### config.mk
export PLATFORM = sky130hd
export DESIGN_NAME = ccr_chop_config
export DESIGN_NICKNAME = d
export VERILOG_FILES = /design/src/include/ccr_pkg.sv /design/src/core/ccr_chop_config.sv
export VERILOG_INCLUDE_DIRS = /design/src /design/src/include
export SDC_FILE = /design/constraint.sdc
export NUM_CORES = 1
export LEC_CHECK = 0
export ABC_AREA = 1
export BUFFER_PORTS_ARGS = -buffer_cell sky130_fd_sc_hd__buf_4
export CORE_ASPECT_RATIO = 0.6
export CORE_MARGIN = 2
export CORE_UTILIZATION = 42
export DETAILED_ROUTE_END_ITERATION = 10
export PLACE_DENSITY = 0.71
export SLEW_MARGIN = 10
export SYNTH_ARGS = -nofsm -noshare
export SYNTH_HDL_FRONTEND = slang
export SYNTH_SLANG_ARGS = --single-unit
### constraint.sdc
create_clock -name mclk -period 1.8 [get_ports mclk]
set_input_delay 0.36 -clock mclk [delete_from_list [all_inputs] [get_ports mclk]]
set_output_delay 0.36 -clock mclk [all_outputs]
set_load 0.02 [all_outputs]
### src/include/ccr_regs.svh
/*
 * register offsets, field positions, reset values and timing counts
 * for the chopping and amplifier configuration block.
 * assumes a 20 MHz mclk and an apb register bus with 32-bit data.
 */
`ifndef CCR_REGS_SVH
`define CCR_REGS_SVH

// ----------------------------------------
// register map
// ----------------------------------------
`define CCR_CFG_INDEX 12'h005
`define CCR_CFG_ADDR 12'h014
`define CCR_STAT_ADDR 12'h018
`define CCR_CFG_RESET 8'h01

// ----------------------------------------
// field positions
// ----------------------------------------
`define CCR_OFF_HI 7
`define CCR_OFF_LO 6
`define CCR_REGDIS_BIT 5
`define CCR_SCALE_HI 4
`define CCR_SCALE_LO 3
`define CCR_HOLD_BIT 2
`define CCR_GAIN_HI 1
`define CCR_GAIN_LO 0

// ----------------------------------------
// timing
// ----------------------------------------
`define CCR_CLK_MHZ 20
`define CCR_OFF_US_0 25
`define CCR_OFF_US_1 50
`define CCR_OFF_US_2 100
`define CCR_OFF_US_3 200
`define CCR_BLANK_US 2
`define CCR_OFF_CYC(us) ((us) * `CCR_CLK_MHZ)
`define CCR_BLANK_CYC (`CCR_BLANK_US * `CCR_CLK_MHZ)

`endif

### src/include/ccr_pkg.sv
/*
 * types for the chopping and amplifier configuration block.
 * assumes ccr_regs.svh for numbers.
 */
package ccr_pkg;

    // ----------------------------------------
    // decoded configuration
    // ----------------------------------------
    typedef struct packed {
        logic [1:0] off_period_select;
        logic regulation_disable;
        logic [1:0] ref_scale;
        logic hold_amp_enable;
        logic [1:0] amp_gain;
    } ccr_cfg_t;

    typedef enum logic [1:0] {CCR_IDLE, CCR_DRIVE, CCR_BLANK, CCR_OFF} ccr_state_t;

endpackage

### src/core/ccr_chop_config.sv
/*
 * chopping and amplifier configuration register with its off-time timer.
 * assumes an apb master on mclk and a current comparator input that is
 * synchronous to mclk.
 * a trip seen during blanking or off time is dropped, not remembered, so
 * the comparator must hold its level while the current stays high.
 */
// Implementation choice: the APB interface to the registers.
`timescale 1ns/1ps
`include "ccr_regs.svh"

module ccr_chop_config
(
    // clock and reset
    input wire logic mclk,
    input wire logic arst_n,
    // apb slave
    input wire logic psel,
    input wire logic penable,
    input wire logic pwrite,
    input wire logic [11:0] paddr,
    input wire logic [31:0] pwdata,
    output logic [31:0] prdata,
    output logic pready,
    output logic pslverr,
    // bridge control
    input wire logic drive_request,
    input wire logic current_trip,
    // analog settings
    output ccr_pkg::ccr_cfg_t cfg,
    output logic chop_off,
    output logic bridge_on
);
    import ccr_pkg::*;

    // ----------------------------------------
    // register access
    // ----------------------------------------
    logic [7:0] cfg_reg;
    ccr_state_t state;
    ccr_state_t next_state;
    logic [12:0] count;
    logic [12:0] next_count;
    // setup phase is the cycle with psel high and penable low
    wire setup = psel & ~penable;
    wire access = psel & penable;
    wire hit_cfg = (paddr == `CCR_CFG_ADDR);
    wire hit_stat = (paddr == `CCR_STAT_ADDR);
    wire hit_any = hit_cfg | hit_stat;
    // the access phase always sees pready high, so the write lands on it
    wire do_write = access & pwrite & hit_cfg;
    wire [31:0] cfg_word = {24'h000000, cfg_reg};
    wire [31:0] stat_word = {30'h0, state};
    wire [31:0] rd_mux = hit_cfg ? cfg_word :
                         hit_stat ? stat_word : 32'h00000000;
    // read data only launched for reads, so writes never show stale data
    wire [31:0] next_prdata = (setup & ~pwrite) ? rd_mux : 32'h00000000;
    wire next_pready = setup;
    // unmapped offsets answer with an error; the status word is read-only
    // and a write to it is simply dropped
    wire next_pslverr = setup & ~hit_any;

    always_ff @(posedge mclk or negedge arst_n)
    begin
        if (!arst_n)
        begin
            cfg_reg <= `CCR_CFG_RESET;
        end
        else if (do_write)
        begin
            cfg_reg <= pwdata[7:0];
        end
    end

    // single-cycle access: ready goes high in the access phase
    always_ff @(posedge mclk or negedge arst_n)
    begin
        if (!arst_n)
        begin
            prdata <= 32'h00000000;
            pready <= 1'b0;
            pslverr <= 1'b0;
        end
        else
        begin
            pready <= next_pready;
            pslverr <= next_pslverr;
            prdata <= next_prdata;
        end
    end

    // ----------------------------------------
    // field decode
    // ----------------------------------------
    wire [1:0] off_sel = cfg_reg[`CCR_OFF_HI:`CCR_OFF_LO];
    wire reg_dis = cfg_reg[`CCR_REGDIS_BIT];
    wire [12:0] off_cyc_0 = 13'(`CCR_OFF_CYC(`CCR_OFF_US_0));
    wire [12:0] off_cyc_1 = 13'(`CCR_OFF_CYC(`CCR_OFF_US_1));
    wire [12:0] off_cyc_2 = 13'(`CCR_OFF_CYC(`CCR_OFF_US_2));
    wire [12:0] off_cyc_3 = 13'(`CCR_OFF_CYC(`CCR_OFF_US_3));
    wire [12:0] off_cycles = (off_sel == 2'h0) ? off_cyc_0 :
                             (off_sel == 2'h1) ? off_cyc_1 :
                             (off_sel == 2'h2) ? off_cyc_2 : off_cyc_3;
    wire [12:0] blank_cycles = 13'(`CCR_BLANK_CYC);
    // a count of one or less ends a timed phase on this edge
    wire count_done = (count <= 13'h0001);
    // never wraps: a phase ends and reloads before the count reaches zero
    wire [12:0] count_less = count - 13'h0001;

    // registered copy, so the analog side never sees a decode glitch
    always_ff @(posedge mclk or negedge arst_n)
    begin
        if (!arst_n)
        begin
            cfg <= ccr_cfg_t'(`CCR_CFG_RESET);
        end
        else
        begin
            cfg <= ccr_cfg_t'(cfg_reg);
        end
    end

    // ----------------------------------------
    // fixed off-time chopper
    // ----------------------------------------
    // trips are ignored during blanking, so each chop period is at least
    // blank plus off time long
    always_comb
    begin
        next_state = state;
        next_count = count;
        case (state)
            CCR_IDLE:
            begin
                if (drive_request)
                begin
                    next_state = CCR_BLANK;
                    next_count = blank_cycles;
                end
            end
            CCR_BLANK:
            begin
                if (!drive_request)
                begin
                    next_state = CCR_IDLE;
                end
                else if (count_done)
                begin
                    next_state = CCR_DRIVE;
                end
                else
                begin
                    next_count = count_less;
                end
            end
            CCR_DRIVE:
            begin
                if (!drive_request)
                begin
                    next_state = CCR_IDLE;
                end
                else if (current_trip && !reg_dis)
                begin
                    next_state = CCR_OFF;
                    next_count = off_cycles;
                end
            end
            CCR_OFF:
            begin
                if (!drive_request)
                begin
                    next_state = CCR_IDLE;
                end
                else if (count_done)
                begin
                    next_state = CCR_BLANK;
                    next_count = blank_cycles;
                end
                else
                begin
                    next_count = count_less;
                end
            end
            default:
            begin
                next_state = CCR_IDLE;
            end
        endcase
    end

    // outputs follow the next state so they line up with the state register
    wire next_chop_off = (next_state == CCR_OFF);
    wire next_bridge_on = (next_state == CCR_BLANK) || (next_state == CCR_DRIVE);

    // state and phase counter
    always_ff @(posedge mclk or negedge arst_n)
    begin
        if (!arst_n)
        begin
            state <= CCR_IDLE;
            count <= 13'h0000;
        end
        else
        begin
            state <= next_state;
            count <= next_count;
        end
    end

    // bridge outputs straight from flops, off time excludes drive
    always_ff @(posedge mclk or negedge arst_n)
    begin
        if (!arst_n)
        begin
            chop_off <= 1'b0;
            bridge_on <= 1'b0;
        end
        else
        begin
            chop_off <= next_chop_off;
            bridge_on <= next_bridge_on;
        end
    end

endmodule

==> impl_metrics.tcl, run 1 <==
set metrics [dict create \
    outcome "finished clean" \
    ir_drop_mv 0.590 \
    layout-drive-gt1-share 0.274 \
    clk_latency_ns 0.29 \
    final_antenna_net_count 0 \
    cts_hold_buf 0 \
    ys_top_cells_by_area "dfrtp_1, nand2_1, buf_4, nor2_1, inv_1" \
    htreeDepth 2 \
    muxShareOfSynthArea 0 \
    fin_nets 404 \
    worstPathMaxFanout 3 \
    synth_cells 288 \
    cts_made_buffers 5 \
    placed_area_um2 2740 \
    largest_reg_flops 16 \
    drt-initial-drc-count 104 \
    start_kind "flop" \
    cts_sinks 43 \
    final_cell_area_um2 2870 \
    final_util 0.551 \
    grt_max_degree 44 \
    num_rows 20 \
    die_x_um 100 \
    setup_viol 0 \
    io_buffers 46 \
    fillerInstances 495 \
    initial_core_util 0.449 \
    synth_top_family_by_area "simple AND/OR/NAND/NOR gates" \
    clkTransAtPathRegs_ns 0.08 \
    antenna_found_initial 0 \
    tns_ns 0 \
    multi_input_area_um2 1060 \
    synth_adder_area_share 0.0161 \
    critPathKind "reg2reg" \
    insertedDiodeCount 0 \
    seq_area_frac_synth 0.461 \
    die_y_um 61.8 \
    clockBufferDepth 2 \
    grt_overflow 0 \
    power_w 0.00266 \
    via_count 1964 \
    finalMaxSlewViolations 0 \
    netlist.area_leader.share 0.439 \
    synthXorXnorAreaFrac 0.0187 \
    routed_wl_um 5450 \
    synth_compound_area_frac 0.0594 \
    whs_ns 0.0482 \
    cts-root-buf "clkbuf_8" \
    synth_edf_count 0 \
    syn_area_um2 2340 \
    maxSlewHeadroom 0.650 \
    drc 0 \
    max_slew.worst_pin.slew_ns 0.526 \
    ys_warn_count 0 \
    cap_viol_max_count 0 \
    async_flop_share 1.00 \
    grt_pass1_wl_um 8950 \
    max_freq_mhz 576 \
    die_area_um2 6200 \
    cts_tree "done" \
    first_global_vias 1833 \
    vias_per_cell 4.71 \
    yosys_most_used_dff "dfrtp_1" \
    dpl.hpwl_um 4110 \
    hold_path_class "in2async" \
    synth_cell_types 32 \
    synth-seq-cells 43 \
    cts_setup_buffers 0 \
    finalCriticalPeriod_ns 1.74 \
    synth.largest_area_cell "dfrtp_1" \
    coreArea_um2 5200 \
    ff_latch_area_um2 1080 \
    post_drt_wl_per_cell_um 13.1 \
    syn_area_per_cell_um2 8.12 \
    cp-end-kind "flop" \
    place.gp.congestion 0.875 \
    crit_arrival_ns 1.92 \
    areaGrowthSynthToFinish_pct 22.7 \
    finalHoldViolations 0 \
    pin_count 95 \
    p_leak_nw 1.55 \
    fin_worst_skew_ns 0.00493 \
    drtPass1Iterations 4 \
    track_usage 0.192 \
    grt_setup_unrepaired "yes" \
    pwr_density_cell_nw_per_um2 927 \
    synthSimpleGateAreaFrac 0.310 \
    cp.required_ns 1.98 \
    finalCritPeriodShare 0.965 \
]
-- Yosys cell counts, types with 2 or more instances --
master	number
nand4_1	2
o21ai_0	2
nand2_1	91
buf_6	2
a21oi_2	4
nand2_2	3
nor2_2	7
nand2_4	3
ha_1	3
dfrtp_1	41
buf_4	25
nor3b_1	3
nor2_1	28
nand3b_1	3
o21ai_1	5
nor3_1	4
inv_2	2
nand3_1	12
a21oi_1	8
xor2_1	4
a31oi_1	2
dfstp_2	2
inv_1	23
-- worst max-delay path: stages, from the launching register on --
cell and delay (ns):
dfrtp_1 0.42, inv_1 0.09, ha_1 0.16, nand2_1 0.06, nor2_1 0.13, nand2_2 0.10, nand2_4 0.10, inv_1 0.06
o21ai_2 0.13, a21oi_1 0.10, ha_1 0.28
-- layer usage --
layer	wire (µm)	up-vias	track usage
li1	-	982	-
met1	2690	905	0.281
met2	2320	71	0.291
met3	412	6	0.0570
met4	32	0	0.0254
met5	0	-	0
-- layout make-up --
class / instances / area share
clock buffers: 7 / 0.0266
clock inverters: 1 / 0.0105
inverters: 26 / 0.0345
multi-input cells: 215 / 0.369
flip-flops and latches: 43 / 0.377
well taps: 66 / 0.0288
repair buffers: 59 / 0.154
-- cells by family after synthesis --
family,Yosys count
compound gates,23
fa+ha+maj,3
flops,43
xor+xnor,5
simple gates,160
other cells,1
buf+inv,53
-- final timing paths --
path                             from        end  slack, ns  cells after the start
setup / recovery             count[1]  bridge_on       0.06                     10
hold / removal                 arst_n     cfg[5]       0.05                      1
setup reg to reg             count[1]  bridge_on       0.06                     10
hold reg to reg            cfg_reg[0]     cfg[0]       0.38                      0
max in group asynchronous      arst_n   count[9]       1.37                      1
min in group mclk             penable    pslverr       0.24                      2
-- cell usage in the layout, fill, tap and decap left out, types with 3 or more instances in the layout --
cell type  instances
conb_1            24
buf_4             59
o21ai_1            4
xor2_1             4
nand3_1           12
nor2_2            10
dfrtp_1           40
nand2_1           90
nand2_4            3
ha_1               3
clkbuf_8           5
nor3_1             4
nor3b_1            3
nand2_2            4
inv_1             23
a21oi_2            4
nor2_1            24
nand3b_1           3
a21oi_1            8
-- stage by stage --
stage,std cells,setup WS [ns]
2_1_floorplan,311,0.234
3_3_place_gp,409,0.113
3_5_place_dp,409,0.0958
4_1_cts,417,0.0422
5_1_grt,417,-0.0130
6_report,417,0.0629
-- what timing repair did --
item,in CTS,in global routing
resized for setup,0,8
hold endpoints to repair,0,0
endpoints found under the setup margin,0,11
-- power by group --
group          leakage (nW)  internal [W]  switching, W
sequential            0.538       0.00105      0.000122
combinational         0.958      0.000288      0.000459
clock                0.0524      0.000415      0.000319
total                  1.55       0.00176      0.000901
No activity file was read; power rests on OpenSTA's default activity.
==> run 2, diff against run 1 <==
--- a/config.mk
+++ b/config.mk
@@ -12,7 +12,8 @@
 export CORE_MARGIN = 2
 export CORE_UTILIZATION = 42
 export DETAILED_ROUTE_END_ITERATION = 10
-export PLACE_DENSITY = 0.71
+export PLACE_DENSITY = 0.7
+export SETUP_SLACK_MARGIN = 0.3
 export SLEW_MARGIN = 10
 export SYNTH_ARGS = -nofsm -noshare
 export SYNTH_HDL_FRONTEND = slang
==> run 2 against run 1 <==
Compared with the run above:
- non-clock buffer count rose by 21
- die area unchanged
- global-route usage up 0.74 points
- sequential share of layout area down 3.9 points
- routed wire length grew 9.6%
- clock skew hardly changed
- final cell count rose by 5.0%
- power grew 15%
- utilization grew 6.9 points
- cell area increased by 12%
- first-iteration DRC count fell by 14%
- critical path depth down 1
- critical path type unchanged
- critical endpoint unchanged
==> impl_metrics.tcl, run 2 (synthesis gave the netlist of run 1 again) <==
set metrics [dict create \
    outcome "finished clean" \
    post_drt_wl_per_cell_um 13.6 \
    die_y_um 61.8 \
    final_antenna_net_count 0 \
    routed_wl_um 5970 \
    cts_sinks 43 \
    fin_nets 425 \
    pin_count 95 \
    cpMaxStageDelayCell "dfrtp_2" \
    drt-initial-drc-count 89 \
    critical-path-max-stage-delay_ns 0.45 \
    insertedDiodeCount 0 \
    drtPass1Iterations 4 \
    grt_overflow 0 \
    grt_pass1_wl_um 9160 \
    crit_path_frequent_cell "nor2_2" \
    rr_worst_depth 9 \
    cp.required_ns 2.05 \
    die_x_um 100 \
    clkTransAtPathRegs_ns 0.08 \
    tns_ns 0 \
    vias_per_cell 4.70 \
    die_area_um2 6200 \
    grt_setup_unrepaired "yes" \
    areaGrowthSynthToFinish_pct 38.0 \
    finalHoldViolations 0 \
    clockBufferDepth 2 \
    critPathKind "reg2reg" \
    mostFrequentLayoutCells "buf_4, nand2_1, dfrtp_1" \
    cts_tree "done" \
    dpl.hpwl_um 3910 \
    final_cell_area_um2 3220 \
    coreArea_um2 5200 \
    max_slew.worst_pin.slew_ns 0.540 \
    ir_drop_mv 0.667 \
    largest_reg_flops 16 \
    cts_hold_buf 0 \
    crit_chain "nor2_2 -> nand2_1 -> nor2_2 -> nand2_2 -> nand2_4 -> inv_4 -> o21ai_4 -> a21oi_2 -> ha_4" \
    antenna_found_initial 0 \
    start_kind "flop" \
    first_global_vias 1857 \
    cap_viol_max_count 0 \
    pwr_density_cell_nw_per_um2 949 \
    cts_made_buffers 5 \
    track_usage 0.199 \
    finalCriticalPeriod_ns 1.60 \
    hold_path_class "in2async" \
    drc 0 \
    clk_latency_ns 0.30 \
    p_leak_nw 1.69 \
    initial_core_util 0.449 \
    worstPathMaxFanout 3 \
    max_freq_mhz 624 \
    place.gp.congestion 0.912 \
    io_buffers 46 \
    cts-root-buf "clkbuf_8" \
    finalMaxSlewViolations 0 \
    grt_max_degree 44 \
    maxSlewHeadroom 0.640 \
    finalCritPeriodShare 0.891 \
    htreeDepth 2 \
    cp-end-kind "flop" \
    setup_viol 0 \
    final_common_cell "buf_4" \
    num_rows 20 \
    crit_arrival_ns 1.86 \
    placed_area_um2 2730 \
    fin_worst_skew_ns 0.00541 \
    via_count 2059 \
    layout-drive-gt1-share 0.419 \
]
==> run 2: cell types whose count changed in the layout (fill, tap and decap cells not counted), sizes merged <==
cell	change
clkbuf	-1
clkinv	+1
buf	+21
==> run 2: what timing repair did <==
action	CTS	global route
resized for setup	28	36
buffers inserted	18	4
gates cloned	1	0
pin swaps	20	15
setup endpoints to repair	16	16
==> run 2: worst paths after layout <==
kind / to / slack (ns) / from
max in group asynchronous: count[4] / 1.36 / arst_n
hold reg to reg: cfg[0] / 0.38 / cfg_reg[0]
hold / removal: bridge_on / 0.03 / arst_n
min in group mclk: pslverr / 0.23 / penable
setup / recovery: bridge_on / 0.20 / count[9]
setup reg to reg: bridge_on / 0.20 / count[9]
==> run 2: worst max-delay path: cells and delay by family (launching register included) <==
| kind | cells | cell delay (ns) |
|---|---|---|
| AOI/OAI and AO/OA | 2 | 0.24 |
| adders and majority gates | 1 | 0.26 |
| buffers and inverters | 1 | 0.05 |
| DFF | 1 | 0.45 |
| and+or+nand+nor | 5 | 0.56 |
==> run 2: metrics by stage <==
step / total power [W] / instances / worst slack [ns] / hold WS, ns / util
2_1_floorplan: 0.00169 / 311 / 0.275 / 0.0644 / -
3_3_place_gp: 0.00186 / 407 / 0.0482 / 0.368 / 0.524
3_5_place_dp: 0.00187 / 407 / 0.0694 / 0.369 / 0.524
4_1_cts: 0.00287 / 434 / 0.212 / 0.0465 / 0.591
5_1_grt: 0.00324 / 438 / 0.121 / 0.0715 / 0.619
6_report: 0.00306 / 438 / 0.197 / 0.0273 / 0.619
==> run 2: report_power, final <==
part | leakage (nW) | total, W | switching (W) | internal, W
Clock | 0.0612 | 0.000791 | 0.000342 | 0.000449
Sequential | 0.531 | 0.00120 | 0.000138 | 0.00106
Combinational | 1.09 | 0.00107 | 0.000586 | 0.000482
==> run 2: cell type report <==
class | instances | area, µm²
fill | 443 | 1980
multi-input combinational | 215 | 1210
sequential | 43 | 1090
timing repair buffer | 80 | 623
inverter | 26 | 106
clock buffer | 6 | 82.6
tap | 66 | 82.6
clock inverter | 2 | 35.0
==> run 2: metal layers <==
| metal | vias up | GRT usage | routed length (µm) |
|---|---|---|---|
| met4 | 0 | 0.0528 | 78 |
| met2 | 75 | 0.303 | 2560 |
| met5 | - | 0 | 0 |
| li1 | 1017 | - | - |
| met3 | 10 | 0.0503 | 480 |
| met1 | 957 | 0.288 | 2860 |
==> run 3, diff against run 2 <==
--- a/config.mk
+++ b/config.mk
@@ -12,7 +12,8 @@
 export CORE_MARGIN = 2
 export CORE_UTILIZATION = 42
 export DETAILED_ROUTE_END_ITERATION = 10
-export PLACE_DENSITY = 0.7
+export GPL_ROUTABILITY_DRIVEN = 0
+export PLACE_DENSITY = 0.71
 export SETUP_SLACK_MARGIN = 0.3
 export SLEW_MARGIN = 10
 export SYNTH_ARGS = -nofsm -noshare
==> run 3 against run 2 <==
Compared with the run above:
- first-iteration DRC count grew 30%
- utilization shrank 2.2 points
- via count shrank 0.73%
- combinational power shrank 5%
- clock skew grew 0.0025 ns
- largest cell class unchanged
- largest power group unchanged
- highest routed layer unchanged
==> impl_metrics.tcl, run 3 (synthesis gave the netlist of run 1 again) <==
set metrics [dict create \
    outcome "finished clean" \
    r2r-start "count[0]" \
    ir_drop_mv 0.609 \
    power_w 0.00303 \
    post_drt_wl_per_cell_um 14.4 \
    largest_reg_flops 16 \
    maxSlewHeadroom 0.641 \
    io_buffers 46 \
    cts-root-buf "clkbuf_8" \
    layout-drive-gt1-share 0.380 \
    reg2reg_slack_ns 0.12 \
    track_usage 0.214 \
    start_kind "flop" \
    fin_worst_skew_ns 0.00793 \
    cts_hold_buf 0 \
    max_slew.worst_pin.slew_ns 0.538 \
    worstPathMaxFanout 8 \
    drc 0 \
    critPathKind "reg2reg" \
    grt_max_degree 44 \
    max_freq_mhz 597 \
    cp.required_ns 2.00 \
    finalHoldViolations 0 \
    finalCritPeriodShare 0.931 \
    cts_sinks 43 \
    crit_arrival_ns 1.87 \
    die_area_um2 6200 \
    die_x_um 100 \
    clk_latency_ns 0.30 \
    pwr_density_cell_nw_per_um2 975 \
    num_rows 20 \
    setup_viol 0 \
    cap_viol_max_count 0 \
    final_common_cell "nand2_1" \
    drt-initial-drc-count 116 \
    routed_wl_um 6200 \
    tns_ns 0 \
    areaGrowthSynthToFinish_pct 33.1 \
    clkTransAtPathRegs_ns 0.09 \
    via_count 2044 \
    dpl.hpwl_um 4260 \
    final_antenna_net_count 0 \
    antenna_found_initial 0 \
    p_leak_nw 1.63 \
    hold_path_class "in2async" \
    final_cell_area_um2 3110 \
    drtPass1Iterations 4 \
    final_util 0.598 \
    cts_tree "done" \
    clockBufferDepth 2 \
    pin_count 95 \
    htreeDepth 2 \
    grt_setup_unrepaired "yes" \
    startpoint "count[0]" \
    initial_core_util 0.449 \
    cp-end-kind "flop" \
    grt_pass1_wl_um 9910 \
    finalCriticalPeriod_ns 1.68 \
    cts_made_buffers 5 \
    placed_area_um2 2750 \
    mostFrequentLayoutCells "nand2_1, buf_4, dfrtp_1" \
    die_y_um 61.8 \
    vias_per_cell 4.76 \
    first_global_vias 1986 \
    grt_overflow 0 \
    coreArea_um2 5200 \
    insertedDiodeCount 0 \
    fillerInstances 476 \
    fin_nets 416 \
    finalMaxSlewViolations 0 \
]
run 3: cell count changes in the layout (fill, tap and decap cells not counted), moves of 2 or more:
cell	previous run	this run
nor2_1	18	20
nor2_2	12	10
nand2_1	71	77
dfrtp_2	7	5
nand2_2	21	16
dfrtp_1	34	36
inv_2	2	4
buf_4	76	66
run 3: final timing paths:
path                         endpoint  depth (start not counted)
min in group mclk              pready                          2
max reg2reg                  count[7]                         11
min                        cfg_reg[3]                          1
min reg2reg                    cfg[0]                          0
max in group asynchronous    count[8]                          1
max                          count[7]                         11
run 3: layer usage:
metal  track usage  up-vias  wire [µm]
met5             0        -          0
met1         0.307      969       3080
met4        0.0528        0         48
met3        0.0447        7        385
li1              -      999          -
met2         0.337       69       2680
run 3: area by class of cell:
| cell class | count | area (µm²) | area share |
|---|---|---|---|
| timing repair buffer | 71 | 564 | 0.181 |
| inverter | 26 | 101 | 0.0326 |
| sequential | 43 | 1080 | 0.349 |
| multi-input combinational | 215 | 1160 | 0.372 |
| clock buffer | 6 | 82.6 | 0.0265 |
| tap | 66 | 82.6 | 0.0265 |
| clock inverter | 2 | 38.8 | 0.0125 |
run 3: timing repair:
item	4_1_cts	5_1_grt
gates cloned	1	0
setup endpoints to repair	16	16
gates resized for setup	39	10
setup buffers	8	4
pin swaps	16	9
run 3: where the power goes:
group	switching [W]	internal [W]	total, W
Sequential	0.000139	0.00106	0.00120
Clock	0.000354	0.000457	0.000811
Combinational	0.000582	0.000441	0.00102
Total	0.00108	0.00196	0.00303
run 3: worst max-delay path, stage by stage (launching register included):
cell and delay [ns]:
dfrtp_2 0.47, ha_4 0.18, nand2_1 0.06, nor2_1 0.05, nand2_2 0.10, nand2_4 0.07
nand2_4 0.10, nand2_4 0.08, buf_12 0.16, buf_8 0.13, o21ai_1 0.11, nand2_1 0.06
run 3: metrics by stage:
step | cells | hold WS (ns) | setup WS [ns]
2_1_floorplan | 311 | 0.0644 | 0.275
3_3_place_gp | 408 | 0.357 | 0.137
3_5_place_dp | 408 | 0.368 | 0.119
4_1_cts | 425 | 0.0588 | 0.218
5_1_grt | 429 | 0.0794 | 0.0566
6_report | 429 | 0.0361 | 0.125
